$ cat src/shared/eirq_cfg.svh
// Operation
// - Seventeen one-word vectors, addresses 0x0000 to 0x0010
// - Every reset cause dispatches address 0x0000
// - External pin request dispatches address 0x0001
// - Pin-change groups dispatch 0x0002 and 0x0003
// - Watchdog 0x0004, 16-bit timer 0x0005-0x0008
// - 8-bit timer, comparator, converter, EEPROM, serial follow
// - No enabled source, no vector fetch
// - Pins trigger even when driven as outputs
// - Lower request on masked toggle of inputs 7:0
// - Upper request on masked toggle of inputs 11:8
// - Per-pin masks select contributing pin-change inputs
// - Pin-change detection works without I/O clock
// - External pin senses falling, rising or low
// - Low level requests continuously while pin low
// - Edge detection needs running I/O clock
// - Low-level detection is asynchronous, wakes any sleep
// - Level gone before wake: no service routine
// - Sense codes: 00 low, 01 change, 10 fall, 11 rise
// - Pin sampled before edge detection
// - External flag sets on edge, clears, zero in level
// - Requests need own enable and global enable; reset request is ungated, peripheral requests are gated by global enable only
`ifndef EIRQ_CFG_SVH
`define EIRQ_CFG_SVH

// ----------------------------------------
// Register byte offsets
// ----------------------------------------
`define EIRQ_ADR_CTRL     8'h00
`define EIRQ_ADR_FLAG     8'h04
`define EIRQ_ADR_MASK_LO  8'h08
`define EIRQ_ADR_MASK_HI  8'h0C
`define EIRQ_ADR_STATUS   8'h10

// ----------------------------------------
// Field positions and reset values
// ----------------------------------------
`define EIRQ_FLG_EXT      0
`define EIRQ_FLG_PCL      1
`define EIRQ_FLG_PCH      2
`define EIRQ_ST_VALID     5
`define EIRQ_ST_PIN       6
`define EIRQ_ST_WAKE      7
`define EIRQ_CTRL_RST     5'h00
`define EIRQ_MASK_RST     8'h00

// ----------------------------------------
// Sense select codes
// ----------------------------------------
`define EIRQ_SENSE_LOW    2'h0
`define EIRQ_SENSE_ANY    2'h1
`define EIRQ_SENSE_FALL   2'h2
`define EIRQ_SENSE_RISE   2'h3

// ----------------------------------------
// Vector addresses
// ----------------------------------------
`define EIRQ_VEC_RESET    5'h00
`define EIRQ_VEC_EXT      5'h01
`define EIRQ_VEC_PCL      5'h02
`define EIRQ_VEC_PCH      5'h03
`define EIRQ_VEC_PERIPH   5'h04
`define EIRQ_VEC_LAST     5'h10
`define EIRQ_VEC_COUNT    17
`define EIRQ_PERIPH_COUNT 13

`endif

$ cat src/shared/eirq_pkg.sv
package eirq_pkg;

    typedef struct packed {
        logic       pcHighEn;
        logic       pcLowEn;
        logic       extEn;
        logic [1:0] sense;
    } eirq_ctrl_t;

    typedef struct packed {
        logic        cyc;
        logic        stb;
        logic        we;
        logic [7:0]  adr;
        logic [3:0]  sel;
        logic [31:0] dat;
    } eirq_wbreq_t;

endpackage : eirq_pkg

$ cat src/design/eirq_pc_group.sv
`timescale 1ns/1ps
module eirq_pc_group #(
    parameter int W = 8
) (
    input  wire logic         mclk,
    input  wire logic         rst_n,
    input  wire logic [W-1:0] pins,
    input  wire logic [W-1:0] mask,
    input  wire logic         clr,
    output logic              change,
    output logic              flag
);
    generate
        if (W < 1) begin : g_bad_w
            $error("pin-change group needs at least one input");
        end
    endgenerate

    logic [W-1:0] ref_q;
    logic [W-1:0] ref_d;
    logic         flag_q;
    logic         flag_d;

    // Live compare, needs no I/O clock
    assign change = |((pins ^ ref_q) & mask);
    assign flag   = flag_q;

    always_comb begin
        ref_d  = pins;
        flag_d = change | (flag_q & ~clr);
    end

    always_ff @(posedge mclk or negedge rst_n) begin
        if (!rst_n) begin
            ref_q  <= '0;
            flag_q <= 1'b0;
        end else begin
            ref_q  <= ref_d;
            flag_q <= flag_d;
        end
    end
endmodule : eirq_pc_group

$ cat src/design/eirq_prio.sv
`timescale 1ns/1ps
module eirq_prio #(
    parameter int N = 17
) (
    input  wire logic [N-1:0] req,
    output logic [4:0]        idx,
    output logic              valid
);
    // Index output is five bits wide
    generate
        if (N < 1 || N > 32) begin : g_bad_n
            $error("request count must lie between 1 and 32");
        end
    endgenerate

    function automatic logic [4:0] lowestSet(input logic [N-1:0] r);
        logic [4:0] k;
        k = '0;
        for (int i = N - 1; i >= 0; i--) begin
            if (r[i]) begin
                k = 5'(i);
            end
        end
        return k;
    endfunction : lowestSet

    assign idx   = lowestSet(req);
    assign valid = |req;
endmodule : eirq_prio

$ cat src/design/eirq_top.sv
`timescale 1ns/1ps
`include "eirq_cfg.svh"
module eirq_top #(
    parameter int PC_LOW_W  = 8,
    parameter int PC_HIGH_W = 4,
    parameter int N_PERIPH  = `EIRQ_PERIPH_COUNT
) (
    input  wire logic                mclk,
    input  wire logic                rst_n,
    input  wire logic                wb_cyc_i,
    input  wire logic                wb_stb_i,
    input  wire logic                wb_we_i,
    input  wire logic [7:0]          wb_adr_i,
    input  wire logic [3:0]          wb_sel_i,
    input  wire logic [31:0]         wb_dat_i,
    output logic      [31:0]         wb_dat_o,
    output logic                     wb_ack_o,
    input  wire logic                extIrqPin,
    input  wire logic [11:0]         pinChangeInputs,
    input  wire logic                ioClkEn,
    input  wire logic                globalIntEn,
    input  wire logic [3:0]          resetCause,
    input  wire logic [N_PERIPH-1:0] periphReq,
    input  wire logic                vecTaken,
    output logic                     vecValid,
    output logic      [4:0]          vecAddr,
    output logic      [N_PERIPH-1:0] periphAck,
    output logic                     wakeReq
);
    localparam int NVEC = 4 + N_PERIPH;

    // ----------------------------------------
    // Elaboration checks
    // ----------------------------------------
    generate
        if (PC_LOW_W < 1 || PC_LOW_W > 8) begin : g_bad_low
            $error("pin-change low group width out of range");
        end
        if (PC_HIGH_W < 1 || PC_HIGH_W > 8) begin : g_bad_high
            $error("pin-change high group width out of range");
        end
        if (PC_LOW_W + PC_HIGH_W != 12) begin : g_bad_pins
            $error("pin-change groups must cover twelve inputs");
        end
        if (NVEC != `EIRQ_VEC_COUNT) begin : g_bad_vec
            $error("vector table must hold seventeen entries");
        end
    endgenerate

    // ----------------------------------------
    // Bus request and decode
    // ----------------------------------------
    eirq_pkg::eirq_wbreq_t wbReq;
    logic                  ack_q;
    logic                  ack_d;
    logic                  busHit;
    logic                  busWr;
    logic [31:0]           rdat_q;
    logic [31:0]           rdat_d;

    function automatic logic regHit(input logic [7:0] adr, input logic [7:0] off);
        return adr == off;
    endfunction : regHit

    assign wbReq = '{cyc: wb_cyc_i, stb: wb_stb_i, we: wb_we_i,
                     adr: wb_adr_i, sel: wb_sel_i, dat: wb_dat_i};
    assign busHit = wbReq.cyc & wbReq.stb & ~ack_q;
    assign busWr  = busHit & wbReq.we & wbReq.sel[0];
    assign wb_ack_o = ack_q;
    assign wb_dat_o = rdat_q;

    // ----------------------------------------
    // Control, mask and flag-clear writes
    // ----------------------------------------
    eirq_pkg::eirq_ctrl_t   ctrl_q;
    eirq_pkg::eirq_ctrl_t   ctrl_d;
    logic [7:0]             maskLo_q;
    logic [7:0]             maskLo_d;
    logic [7:0]             maskHi_q;
    logic [7:0]             maskHi_d;
    logic                   wrFlag;

    assign wrFlag = busWr & regHit(wbReq.adr, `EIRQ_ADR_FLAG);

    always_comb begin
        ctrl_d   = ctrl_q;
        maskLo_d = maskLo_q;
        maskHi_d = maskHi_q;
        if (busWr && regHit(wbReq.adr, `EIRQ_ADR_CTRL)) begin
            ctrl_d = eirq_pkg::eirq_ctrl_t'(wbReq.dat[4:0]);
        end
        if (busWr && regHit(wbReq.adr, `EIRQ_ADR_MASK_LO)) begin
            maskLo_d = wbReq.dat[7:0];
        end
        if (busWr && regHit(wbReq.adr, `EIRQ_ADR_MASK_HI)) begin
            maskHi_d = wbReq.dat[7:0];
        end
        // Bits above the group width read as zero
        maskLo_d = maskLo_d & 8'((9'h001 << PC_LOW_W) - 9'h001);
        maskHi_d = maskHi_d & 8'((9'h001 << PC_HIGH_W) - 9'h001);
    end

    always_ff @(posedge mclk or negedge rst_n) begin
        if (!rst_n) begin
            ctrl_q   <= `EIRQ_CTRL_RST;
            maskLo_q <= `EIRQ_MASK_RST;
            maskHi_q <= `EIRQ_MASK_RST;
        end else begin
            ctrl_q   <= ctrl_d;
            maskLo_q <= maskLo_d;
            maskHi_q <= maskHi_d;
        end
    end

    // ----------------------------------------
    // External pin sampling and edge detect
    // ----------------------------------------
    logic pinSamp_q;
    logic pinSamp_d;
    logic pinPrev_q;
    logic pinPrev_d;
    logic extFlag_q;
    logic extFlag_d;
    logic levelMode;
    logic edgeHit;
    logic extReq;
    logic takeExt;

    // Pad level is read regardless of pin direction
    assign levelMode = ctrl_q.sense == `EIRQ_SENSE_LOW;

    always_comb begin
        pinSamp_d = pinSamp_q;
        pinPrev_d = pinPrev_q;
        // Sampler only advances on the I/O clock
        if (ioClkEn) begin
            pinSamp_d = extIrqPin;
            pinPrev_d = pinSamp_q;
        end
    end

    always_comb begin
        unique case (ctrl_q.sense)
            `EIRQ_SENSE_ANY:  edgeHit = pinSamp_q ^ pinPrev_q;
            `EIRQ_SENSE_FALL: edgeHit = ~pinSamp_q & pinPrev_q;
            `EIRQ_SENSE_RISE: edgeHit = pinSamp_q & ~pinPrev_q;
            `EIRQ_SENSE_LOW:  edgeHit = 1'b0;
        endcase
        edgeHit = edgeHit & ioClkEn;
    end

    assign takeExt = vecTaken & vecValid & (vecAddr == `EIRQ_VEC_EXT);

    always_comb begin
        extFlag_d = edgeHit
                  | (extFlag_q & ~takeExt
                     & ~(wrFlag & wbReq.dat[`EIRQ_FLG_EXT]));
        if (levelMode) begin
            extFlag_d = 1'b0;
        end
    end

    always_ff @(posedge mclk or negedge rst_n) begin
        if (!rst_n) begin
            pinSamp_q <= 1'b1;
            pinPrev_q <= 1'b1;
            extFlag_q <= 1'b0;
        end else begin
            pinSamp_q <= pinSamp_d;
            pinPrev_q <= pinPrev_d;
            extFlag_q <= extFlag_d;
        end
    end

    // Level request follows the live pin, no flag kept
    assign extReq = levelMode ? ~extIrqPin : extFlag_q;

    // ----------------------------------------
    // Pin-change groups
    // ----------------------------------------
    logic pclChange;
    logic pchChange;
    logic pclFlag;
    logic pchFlag;
    logic takePcl;
    logic takePch;

    assign takePcl = (vecTaken & vecValid & (vecAddr == `EIRQ_VEC_PCL))
                   | (wrFlag & wbReq.dat[`EIRQ_FLG_PCL]);
    assign takePch = (vecTaken & vecValid & (vecAddr == `EIRQ_VEC_PCH))
                   | (wrFlag & wbReq.dat[`EIRQ_FLG_PCH]);

    eirq_pc_group #(
        .W (PC_LOW_W)
    ) u_pcl (
        .mclk   (mclk),
        .rst_n  (rst_n),
        .pins   (pinChangeInputs[PC_LOW_W-1:0]),
        .mask   (maskLo_q[PC_LOW_W-1:0]),
        .clr    (takePcl),
        .change (pclChange),
        .flag   (pclFlag)
    );

    eirq_pc_group #(
        .W (PC_HIGH_W)
    ) u_pch (
        .mclk   (mclk),
        .rst_n  (rst_n),
        .pins   (pinChangeInputs[11:PC_LOW_W]),
        .mask   (maskHi_q[PC_HIGH_W-1:0]),
        .clr    (takePch),
        .change (pchChange),
        .flag   (pchFlag)
    );

    // ----------------------------------------
    // Wake path, works with I/O clock stopped
    // ----------------------------------------
    assign wakeReq = (ctrl_q.extEn & levelMode & ~extIrqPin)
                   | (ctrl_q.pcLowEn & pclChange)
                   | (ctrl_q.pcHighEn & pchChange);

    // ----------------------------------------
    // Reset vector pending
    // ----------------------------------------
    logic resetPend_q;
    logic resetPend_d;
    logic takeReset;

    assign takeReset = vecTaken & vecValid & (vecAddr == `EIRQ_VEC_RESET);

    always_comb begin
        resetPend_d = (|resetCause) | (resetPend_q & ~takeReset);
    end

    // Leaving reset always starts at the reset vector
    always_ff @(posedge mclk or negedge rst_n) begin
        if (!rst_n) begin
            resetPend_q <= 1'b1;
        end else begin
            resetPend_q <= resetPend_d;
        end
    end

    // ----------------------------------------
    // Request assembly and dispatch
    // ----------------------------------------
    logic [NVEC-1:0] reqVec;
    logic [4:0]      winIdx;
    logic            winValid;
    logic            vecValid_q;
    logic            vecValid_d;
    logic [4:0]      vecAddr_q;
    logic [4:0]      vecAddr_d;

    always_comb begin
        reqVec = '0;
        reqVec[`EIRQ_VEC_RESET] = resetPend_q;
        reqVec[`EIRQ_VEC_EXT]   = extReq & ctrl_q.extEn & globalIntEn;
        reqVec[`EIRQ_VEC_PCL]   = pclFlag & ctrl_q.pcLowEn & globalIntEn;
        reqVec[`EIRQ_VEC_PCH]   = pchFlag & ctrl_q.pcHighEn & globalIntEn;
        reqVec[NVEC-1:4]        = periphReq & {N_PERIPH{globalIntEn}};
    end

    eirq_prio #(
        .N (NVEC)
    ) u_prio (
        .req   (reqVec),
        .idx   (winIdx),
        .valid (winValid)
    );

    always_comb begin
        // Vector address equals table index
        vecAddr_d  = winIdx;
        // Nothing pending gives no fetch; drop one cycle after a take
        vecValid_d = winValid & ~(vecTaken & vecValid_q);
    end

    always_ff @(posedge mclk or negedge rst_n) begin
        if (!rst_n) begin
            vecValid_q <= 1'b0;
            vecAddr_q  <= `EIRQ_VEC_RESET;
        end else begin
            vecValid_q <= vecValid_d;
            vecAddr_q  <= vecAddr_d;
        end
    end

    assign vecValid = vecValid_q;
    assign vecAddr  = vecAddr_q;

    // ----------------------------------------
    // Acknowledge to peripheral sources
    // ----------------------------------------
    genvar gi;
    generate
        for (gi = 0; gi < N_PERIPH; gi++) begin : g_pack
            assign periphAck[gi] = vecTaken & vecValid_q
                                 & (vecAddr_q == `EIRQ_VEC_PERIPH + 5'(gi));
        end
    endgenerate

    // ----------------------------------------
    // Bus answer and read data
    // ----------------------------------------
    always_comb begin
        ack_d  = busHit;
        rdat_d = rdat_q;
        if (busHit) begin
            rdat_d = 32'h0000_0000;
            if (regHit(wbReq.adr, `EIRQ_ADR_CTRL)) begin
                rdat_d[4:0] = ctrl_q;
            end
            if (regHit(wbReq.adr, `EIRQ_ADR_FLAG)) begin
                rdat_d[`EIRQ_FLG_EXT] = extFlag_q;
                rdat_d[`EIRQ_FLG_PCL] = pclFlag;
                rdat_d[`EIRQ_FLG_PCH] = pchFlag;
            end
            if (regHit(wbReq.adr, `EIRQ_ADR_MASK_LO)) begin
                rdat_d[7:0] = maskLo_q;
            end
            if (regHit(wbReq.adr, `EIRQ_ADR_MASK_HI)) begin
                rdat_d[7:0] = maskHi_q;
            end
            if (regHit(wbReq.adr, `EIRQ_ADR_STATUS)) begin
                rdat_d[4:0]            = vecAddr_q;
                rdat_d[`EIRQ_ST_VALID] = vecValid_q;
                rdat_d[`EIRQ_ST_PIN]   = pinSamp_q;
                rdat_d[`EIRQ_ST_WAKE]  = wakeReq;
            end
        end
    end

    always_ff @(posedge mclk or negedge rst_n) begin
        if (!rst_n) begin
            ack_q  <= 1'b0;
            rdat_q <= 32'h0000_0000;
        end else begin
            ack_q  <= ack_d;
            rdat_q <= rdat_d;
        end
    end
endmodule : eirq_top

$ cat config.mk
export PLATFORM = sky130hd
export DESIGN_NAME = eirq_top
export DESIGN_NICKNAME = d
export VERILOG_FILES = /design/src/shared/eirq_pkg.sv /design/src/design/eirq_pc_group.sv /design/src/design/eirq_prio.sv /design/src/design/eirq_top.sv
export VERILOG_INCLUDE_DIRS = /design/src /design/src/shared
export SDC_FILE = /design/constraint.sdc
export NUM_CORES = 1
export LEC_CHECK = 0
export BUFFER_PORTS_ARGS = -buffer_cell sky130_fd_sc_hd__buf_2
export CORE_MARGIN = 2
export CORE_UTILIZATION = 42
export DETAILED_ROUTE_END_ITERATION = 6
export PLACE_DENSITY = 0.77
export SLEW_MARGIN = 15
export SYNTH_ARGS = -nofsm -noshare
export SYNTH_HDL_FRONTEND = slang
export SYNTH_SLANG_ARGS = --single-unit
$ cat constraint.sdc
create_clock -name mclk -period 1.8 [get_ports mclk]
set_clock_uncertainty 0.15 [all_clocks]
set_input_delay 0.27 -clock mclk [delete_from_list [all_inputs] [get_ports mclk]]
set_output_delay 0.27 -clock mclk [all_outputs]
set_load 0.005 [all_outputs]
==> results of run 1 <==
## state kept, by name (all words and copies together) (netlist names), 4 cells and up
signal / cells
u_pcl.ref_q: 8
maskHi_q: 4
u_pch.ref_q: 4
maskLo_q: 8
wb_dat_o: 8
vecAddr: 5
ctrl_q: 5
## logic make-up after synthesis
kind of cell,synth area share [%]
AO/OA/AOI/OAI,15.0
XOR/XNOR,3.78
adder cells (fa/ha/maj),0.900
buffers and inverters,9.00
flip-flops,45.1
multiplexers,7.69
other,0.135
AND/OR/NAND/NOR,18.4
## critical path, delay by kind of cell (launching register included)
family                 cells  cell delay [ns]
flip-flops                 1             0.40
AO/OA/AOI/OAI              2             0.60
XOR/XNOR                   1             0.16
buffers and inverters      1             0.15
AND/OR/NAND/NOR            1             0.17
## final timing paths
path	cells after the start	from	slack [ns]	endpoint
min reg2reg	2	wb_dat_o[5]$_DFFE_PN0P_	0.34	wb_dat_o[5]$_DFFE_PN0P_
min	3	extIrqPin	0.04	pinSamp_q$_DFFE_PN1P_
max in group asynchronous	3	rst_n	0.69	vecAddr[2]$_DFF_PN0_
min in group asynchronous	2	rst_n	0.27	u_pch.ref_q[0]$_DFF_PN0_
max	5	u_pcl.ref_q[3]$_DFF_PN0_	-0.41	wakeReq
max reg2reg	5	u_pcl.ref_q[3]$_DFF_PN0_	-0.06	wb_dat_o[7]$_DFFE_PN0P_
## where the power goes
part           switching, mW  leakage [nW]  internal (mW)  total [mW]
Clock                  0.392        0.0478          0.317       0.709
Combinational          0.179          1.21          0.173       0.352
Sequential            0.0352         0.652           1.17        1.20
Total                  0.607          1.91           1.66        2.27
## layout make-up
type	instances	area, sq um	area share [%]
inverter	10	37.5	0.998
clock inverter	2	16.3	0.433
clock buffer	6	82.6	2.20
timing repair buffer	134	858	22.8
tap	77	96.3	2.56
sequential	50	1260	33.4
multi-input combinational	214	1410	37.6
## synthesized netlist by cell type, drive strengths merged (6+ instances only)
| master | number | area [sq um] |
|---|---|---|
| a21oi | 13 | 65.1 |
| inv | 10 | 37.5 |
| nand2 | 28 | 108 |
| o21ai | 19 | 95.1 |
| mux2 | 19 | 214 |
| a22oi | 6 | 45.0 |
| buf | 27 | 198 |
| xor2 | 12 | 105 |
| dfrtp | 47 | 1180 |
| nor2 | 24 | 90.1 |
| nor3 | 6 | 41.3 |
## stage by stage
step / power (mW) / instances / TNS [ns] / hold WS, ns
after CTS: 2.26 / 491 / -0.930 / 0.0398
after global routing: 2.39 / 493 / -2.16 / 0.0385
after floorplan: 1.39 / 305 / 0 / -0.176
final: 2.27 / 493 / -0.925 / 0.0421
after global placement: 1.52 / 459 / -0.629 / 0.0804
after detailed placement: 1.53 / 459 / -1.26 / 0.0886
## routing by layer
metal / up-vias / global-route usage [%] / part of all wire [%]
met2: 112 / 35.4 / 48
li1: 1221 / - / -
met1: 1216 / 28.2 / 44
met5: - / 0 / 0
met3: 19 / 4.77 / 5.7
met4: 0 / 7.65 / 2.1
## placed cells by master (no fill, tap or decap), drive strengths merged, types with 11 or more instances in the layout
cell type,count
xor2,12
o21ai,19
nand2,28
dfrtp,47
nor2,24
inv,11
conb,24
buf,118
a21oi,13
dlygate4sd3,16
mux2,19
## repair_timing
action / CTS / global route
gates resized for setup: 5 / 12
endpoints found under the hold margin: 29 / 0
pin swaps: 6 / 19
hold buffers: 16 / 0
setup buffers: 8 / 2
endpoints found under the setup margin: 15 / 18
gates cloned: 0 / 0
==> qor.log, run 1 <==
qor: finish.post_route_cell_area 0.00376 sq mm
qor: drt.dr.pass1.iters 6
qor: cts.cts_sinks 50
qor: drt.ant_nets 0
qor: finish.filler_cell_count 560
qor: setup_path.arrival 1.79 ns
qor: timing.finalWorstPathRequiredPeriod 2.21 ns
qor: status.violated_checks setup timing
qor: grt.first_pass_grt_wire_length 12400 um
qor: drt.route.detailed.vias_per_inst 5.21
qor: timing.final_hold_viol_count 0
qor: yosys.ys.warnings.count 0
qor: drt.number_of_violations_reported_at_the_end_of_detailed_routing_iteration_0 83
qor: floorplan.die_x 85.4 um
qor: pwr.power_leakage 1.91 nW
qor: drt.finalWirelength 7560 um
qor: pwr.ir_drop 0.000357 V
qor: floorplan.io_pins 135
qor: finish.final_core_utilization 58.9%
qor: place.hpwl 5780 um
qor: setup_path.cpMaxStageDelayCell a221o_1
qor: grt.largest_net_degree_at_the_start_of_global_routing 34
qor: yosys.syn_area_per_cell 9.86 sq um
qor: timing.timing_max_transition_violations_final 0
qor: grt.globalRoute.totalOverflow 0
qor: cts.cts_tree built
qor: yosys.postSynthCellCount 282
qor: place.placed_cell_area 0.00337 sq mm
qor: finish.ant_diodes 0
qor: setup_path.critPathCaptureType output pin
qor: floorplan.die_h 85.4 um
qor: job.max_cap_violations 0
qor: floorplan.die_area 0.00729 sq mm
qor: yosys.synth.lib_cells_used.distinct 53
qor: floorplan.initial_standard_cell_utilization_of_the_core 43.6%
qor: yosys.syn-cell-area 0.00278 sq mm
qor: setup_path.worst-setup-path-type flip-flop to output pin
qor: floorplan.floorplan.core_area 0.00639 sq mm
qor: setup_path.worst_ep_required_time 1.38 ns
qor: yosys.synth-async-reset-ratio 100%
qor: drt.drc_violation_count_after_routing 0
qor: finish.area_delta_synth_final 35.2%
qor: status.status complete, but fails checks
qor: setup_path.cells_along_the_critical_path xor2_1, a22oi_1, nand4_1, a221o_1, buf_2
qor: timing.final.period_utilization 123%
qor: timing.fmax 452 MHz
qor: yosys.synth.yosys.seq_area_share 45.1%
qor: setup_path.critical_path.max_fanout 2
qor: yosys.synthFlopType dfrtp_1
qor: place.pre_cts_slack -0.116 ns
qor: finish.post_route_cells_drive_above_1_share 41.1%
qor: cts.tritoncts.num_buffers 5
qor: drt.detailroute.via_count 2568
qor: setup_path.max_stage_delay 0.42 ns
qor: cts.clk_pin_slew_worst_paths 0.09 ns
qor: place.gp_congestion 0.947
qor: pwr.power_density 603 mW/mm^2
qor: grt.via_count_of_the_first_global_routing_pass 2581
qor: timing.report.final.setup_viol 6
qor: cts.clock-root-buffer clkbuf_8
qor: timing.least_setup_slack_across_all_paths_after_layout -0.413 ns
qor: timing.rsz0062_at_grt true
qor: finish.nNetsFinal 499
qor: yosys.synth_seq_cells 50
qor: grt.antenna_found_initial 0
qor: yosys.synth_enable_flop_cells 0
qor: cts.cts_htree_levels 2
qor: floorplan.fp-row-count 29
qor: min_path.worst_hold_path_type input pin to flip-flop
qor: place.io_buffer_count 83
qor: setup_path.crit_path_start_kind flip-flop
qor: grt.grt_util_all_layers 21.6%
qor: cts.clock_tree.buffer_depth 2
qor: drt.wire_per_inst 15.3 um
qor: cts.clkLatencyLatePin 0.31 ns
Note: power is estimated with default switching activity, not from simulation.
==> run 2: changes to the inputs <==
PLACE_DENSITY = default   (was 0.77)
PLACE_DENSITY_LB_ADDON = 0.25   (was default)
==> qor.log, run 2 (same netlist as run 1, synthesis figures left out) <==
qor: min_path.worst_hold_path_type input pin to flip-flop [unchanged]
qor: finish.final_core_utilization 58.4% [was 58.9%]
qor: pwr.power_density 608 mW/mm^2 [was 603 mW/mm^2]
qor: timing.fmax 458 MHz [was 452 MHz]
qor: cts.cts_tree built [unchanged]
qor: setup_path.worst_ep_required_time 1.38 ns [about the same]
qor: drt.drc_violation_count_after_routing 0 [unchanged]
qor: timing.report.final.setup_viol 11 [was 6]
qor: setup_path.worst-setup-path-type flip-flop to output pin [unchanged]
qor: timing.finalWorstPathRequiredPeriod 2.19 ns [was 2.21 ns]
qor: grt.via_count_of_the_first_global_routing_pass 2382 [was 2581]
qor: floorplan.initial_standard_cell_utilization_of_the_core 43.6% [unchanged]
qor: setup_path.crit_path_start_kind flip-flop [unchanged]
qor: finish.nNetsFinal 498 [was 499]
qor: floorplan.die_area 0.00729 sq mm [unchanged]
qor: grt.globalRoute.totalOverflow 0 [unchanged]
qor: pwr.total_switching_power 0.608 mW [was 0.607 mW]
qor: drt.detail_route_met2_wl 3630 um [about the same]
qor: drt.number_of_violations_reported_at_the_end_of_detailed_routing_iteration_0 93 [was 83]
qor: drt.route.detailed.vias_per_inst 5.12 [was 5.21]
qor: status.violated_checks setup timing [unchanged]
qor: place.gp_congestion 0.947 [about the same]
qor: pwr.ir_drop 0.000395 V [was 0.000357 V]
qor: finish.final_cell_mix buf_2 (83), dfrtp_1 (45), buf_4 (31) [was buf_2 (83), dfrtp_1 (46), buf_4 (32)]
qor: timing.max-slew-margin-rel 64.4%
qor: timing.final.period_utilization 121% [was 123%]
qor: timing.final_hold_viol_count 0 [unchanged]
qor: setup_path.arrival 1.77 ns [was 1.79 ns]
qor: pwr.combPwrFrac 15.4% [was 15.6%]
qor: timing.rsz0062_at_grt true [unchanged]
qor: setup_path.critPathCaptureType output pin [unchanged]
qor: grt.largest_net_degree_at_the_start_of_global_routing 30 [was 34]
qor: cts.clk_pin_slew_worst_paths 0.10 ns [was 0.09 ns]
qor: min_path.hold_depth 2 [was 3]
qor: finish.ant_diodes 0 [unchanged]
qor: floorplan.fp-row-count 29 [unchanged]
qor: timing.timing_max_transition_violations_final 0 [unchanged]
qor: grt.grt_util_all_layers 20.5% [was 21.6%]
qor: finish.area_delta_synth_final 34.1% [was 35.2%]
qor: drt.highest_layer met4 [unchanged]
qor: pwr.switching_share_of_power 26.8% [about the same]
qor: timing.least_setup_slack_across_all_paths_after_layout -0.386 ns [was -0.413 ns]
qor: cts.cts_htree_levels 2 [unchanged]
qor: pwr.power_leakage 1.90 nW [was 1.91 nW]
qor: grt.first_pass_grt_wire_length 11700 um [was 12400 um]
qor: drt.wl_met1 3290 um [was 3350 um]
qor: cts.tritoncts.num_buffers 5 [unchanged]
qor: drt.ant_nets 0 [unchanged]
qor: place.hpwl 5700 um [was 5780 um]
qor: drt.wl_met3 412 um [was 428 um]
qor: floorplan.die_x 85.4 um [unchanged]
qor: cts.clock-root-buffer clkbuf_8 [unchanged]
qor: status.status complete, but fails checks [unchanged]
qor: setup_path.critical_path.max_fanout 2 [unchanged]
qor: job.max_cap_violations 0 [unchanged]
qor: place.io_buffer_count 83 [unchanged]
qor: floorplan.floorplan.core_area 0.00639 sq mm [unchanged]
qor: floorplan.die_h 85.4 um [unchanged]
qor: grt.antenna_found_initial 0 [unchanged]
qor: drt.finalWirelength 7390 um [was 7560 um]
qor: cts.clock_tree.buffer_depth 2 [unchanged]
qor: drt.wire_per_inst 15.0 um [was 15.3 um]
qor: pwr.clock_power_share 31.7% [was 31.3%]
qor: setup_path.r2r.worst_path.cells 5 [unchanged]
qor: cts.clkLatencyLatePin 0.31 ns [about the same]
qor: place.pre_cts_slack -0.118 ns [was -0.116 ns]
qor: timing.tightest_slew 0.534 ns
qor: finish.final_common_cell buf_2 [unchanged]
qor: pwr.sequential_share_of_power 52.9% [was 53.2%]
qor: pwr.power_report.internal_total 1.66 mW [about the same]
qor: drt.dr.pass1.iters 4 [was 6]
qor: cts.cts_sinks 50 [unchanged]
qor: finish.post_route_cells_drive_above_1_share 40.0% [was 41.1%]
qor: floorplan.io_pins 135 [unchanged]
qor: drt.detailroute.via_count 2518 [was 2568]
-- run 2: changes by cell type in the layout (fill, tap and decap cells not counted), sizes merged --
cell	previous run	this run
buf	118	117
-- run 2: timing repair --
item | 4_1_cts | 5_1_grt
hold buffers | 16 | 0
setup endpoints to repair | 14 | 26
gates resized for setup | 5 | 10
setup buffers | 4 | 1
pin swaps | 8 | 9
hold endpoints to repair | 33 | 0
gates cloned | 0 | 0
-- run 2: through the flow --
stage | setup TNS [ns] | cell area (sq um) | total power, mW | hold WS, ns | instances
floorplan | 0 | 2870 | 1.39 | -0.176 | 305
global placement | -0.968 | 3400 | 1.52 | 0.123 | 464
detailed placement | -1.09 | 3400 | 1.53 | 0.135 | 464
CTS | -0.829 | 3710 | 2.27 | 0.0326 | 492
global route | -2.10 | 3730 | 2.38 | 0.0284 | 492
finish | -0.871 | 3730 | 2.27 | 0.0337 | 492
-- run 2: metal layers --
layer / up-vias / track usage (%)
li1: 1221 / -
met1: 1209 / 28.0
met2: 84 / 33.5
met3: 4 / 4.18
met4: 0 / 5.34
met5: - / 0
-- run 2: cell type report --
cell class	instances	area, sq um
Clock buffer	6	82.6
Clock inverter	2	16.3
Fill cell	571	2660
Inverter	10	37.5
Multi-Input combinational cell	214	1390
Sequential cell	50	1260
Tap cell	77	96.3
Timing Repair Buffer	133	851
-- run 2: worst paths after layout --
check | slack, ns | startpoint | to
max | -0.39 | u_pcl.ref_q[7]$_DFF_PN0_ | wakeReq
min | 0.03 | wb_dat_i[7] | maskLo_q[7]$_DFFE_PN0P_
max reg2reg | -0.03 | u_pcl.ref_q[7]$_DFF_PN0_ | wb_dat_o[7]$_DFFE_PN0P_
min reg2reg | 0.34 | wb_dat_o[3]$_DFFE_PN0P_ | wb_dat_o[3]$_DFFE_PN0P_
max in group asynchronous | 0.65 | rst_n | wb_dat_o[7]$_DFFE_PN0P_
min in group asynchronous | 0.32 | rst_n | u_pcl.ref_q[2]$_DFF_PN0_
-- run 2: worst max-delay path: stages, from the launching register on --
cell	delay (ns)
dfrtp_1	0.39
xor2_1	0.17
a22oi_1	0.22
nand4_1	0.16
a221o_1	0.38
buf_2	0.15
-- run 2: power groups by stage --
stage | logic [mW] | clock network (mW) | registers [mW]
floorplan | 0.177 | 0 | 1.21
global placement | 0.299 | 0 | 1.22
detailed placement | 0.305 | 0 | 1.22
CTS | 0.339 | 0.728 | 1.20
global route | 0.393 | 0.783 | 1.21
finish | 0.350 | 0.718 | 1.20
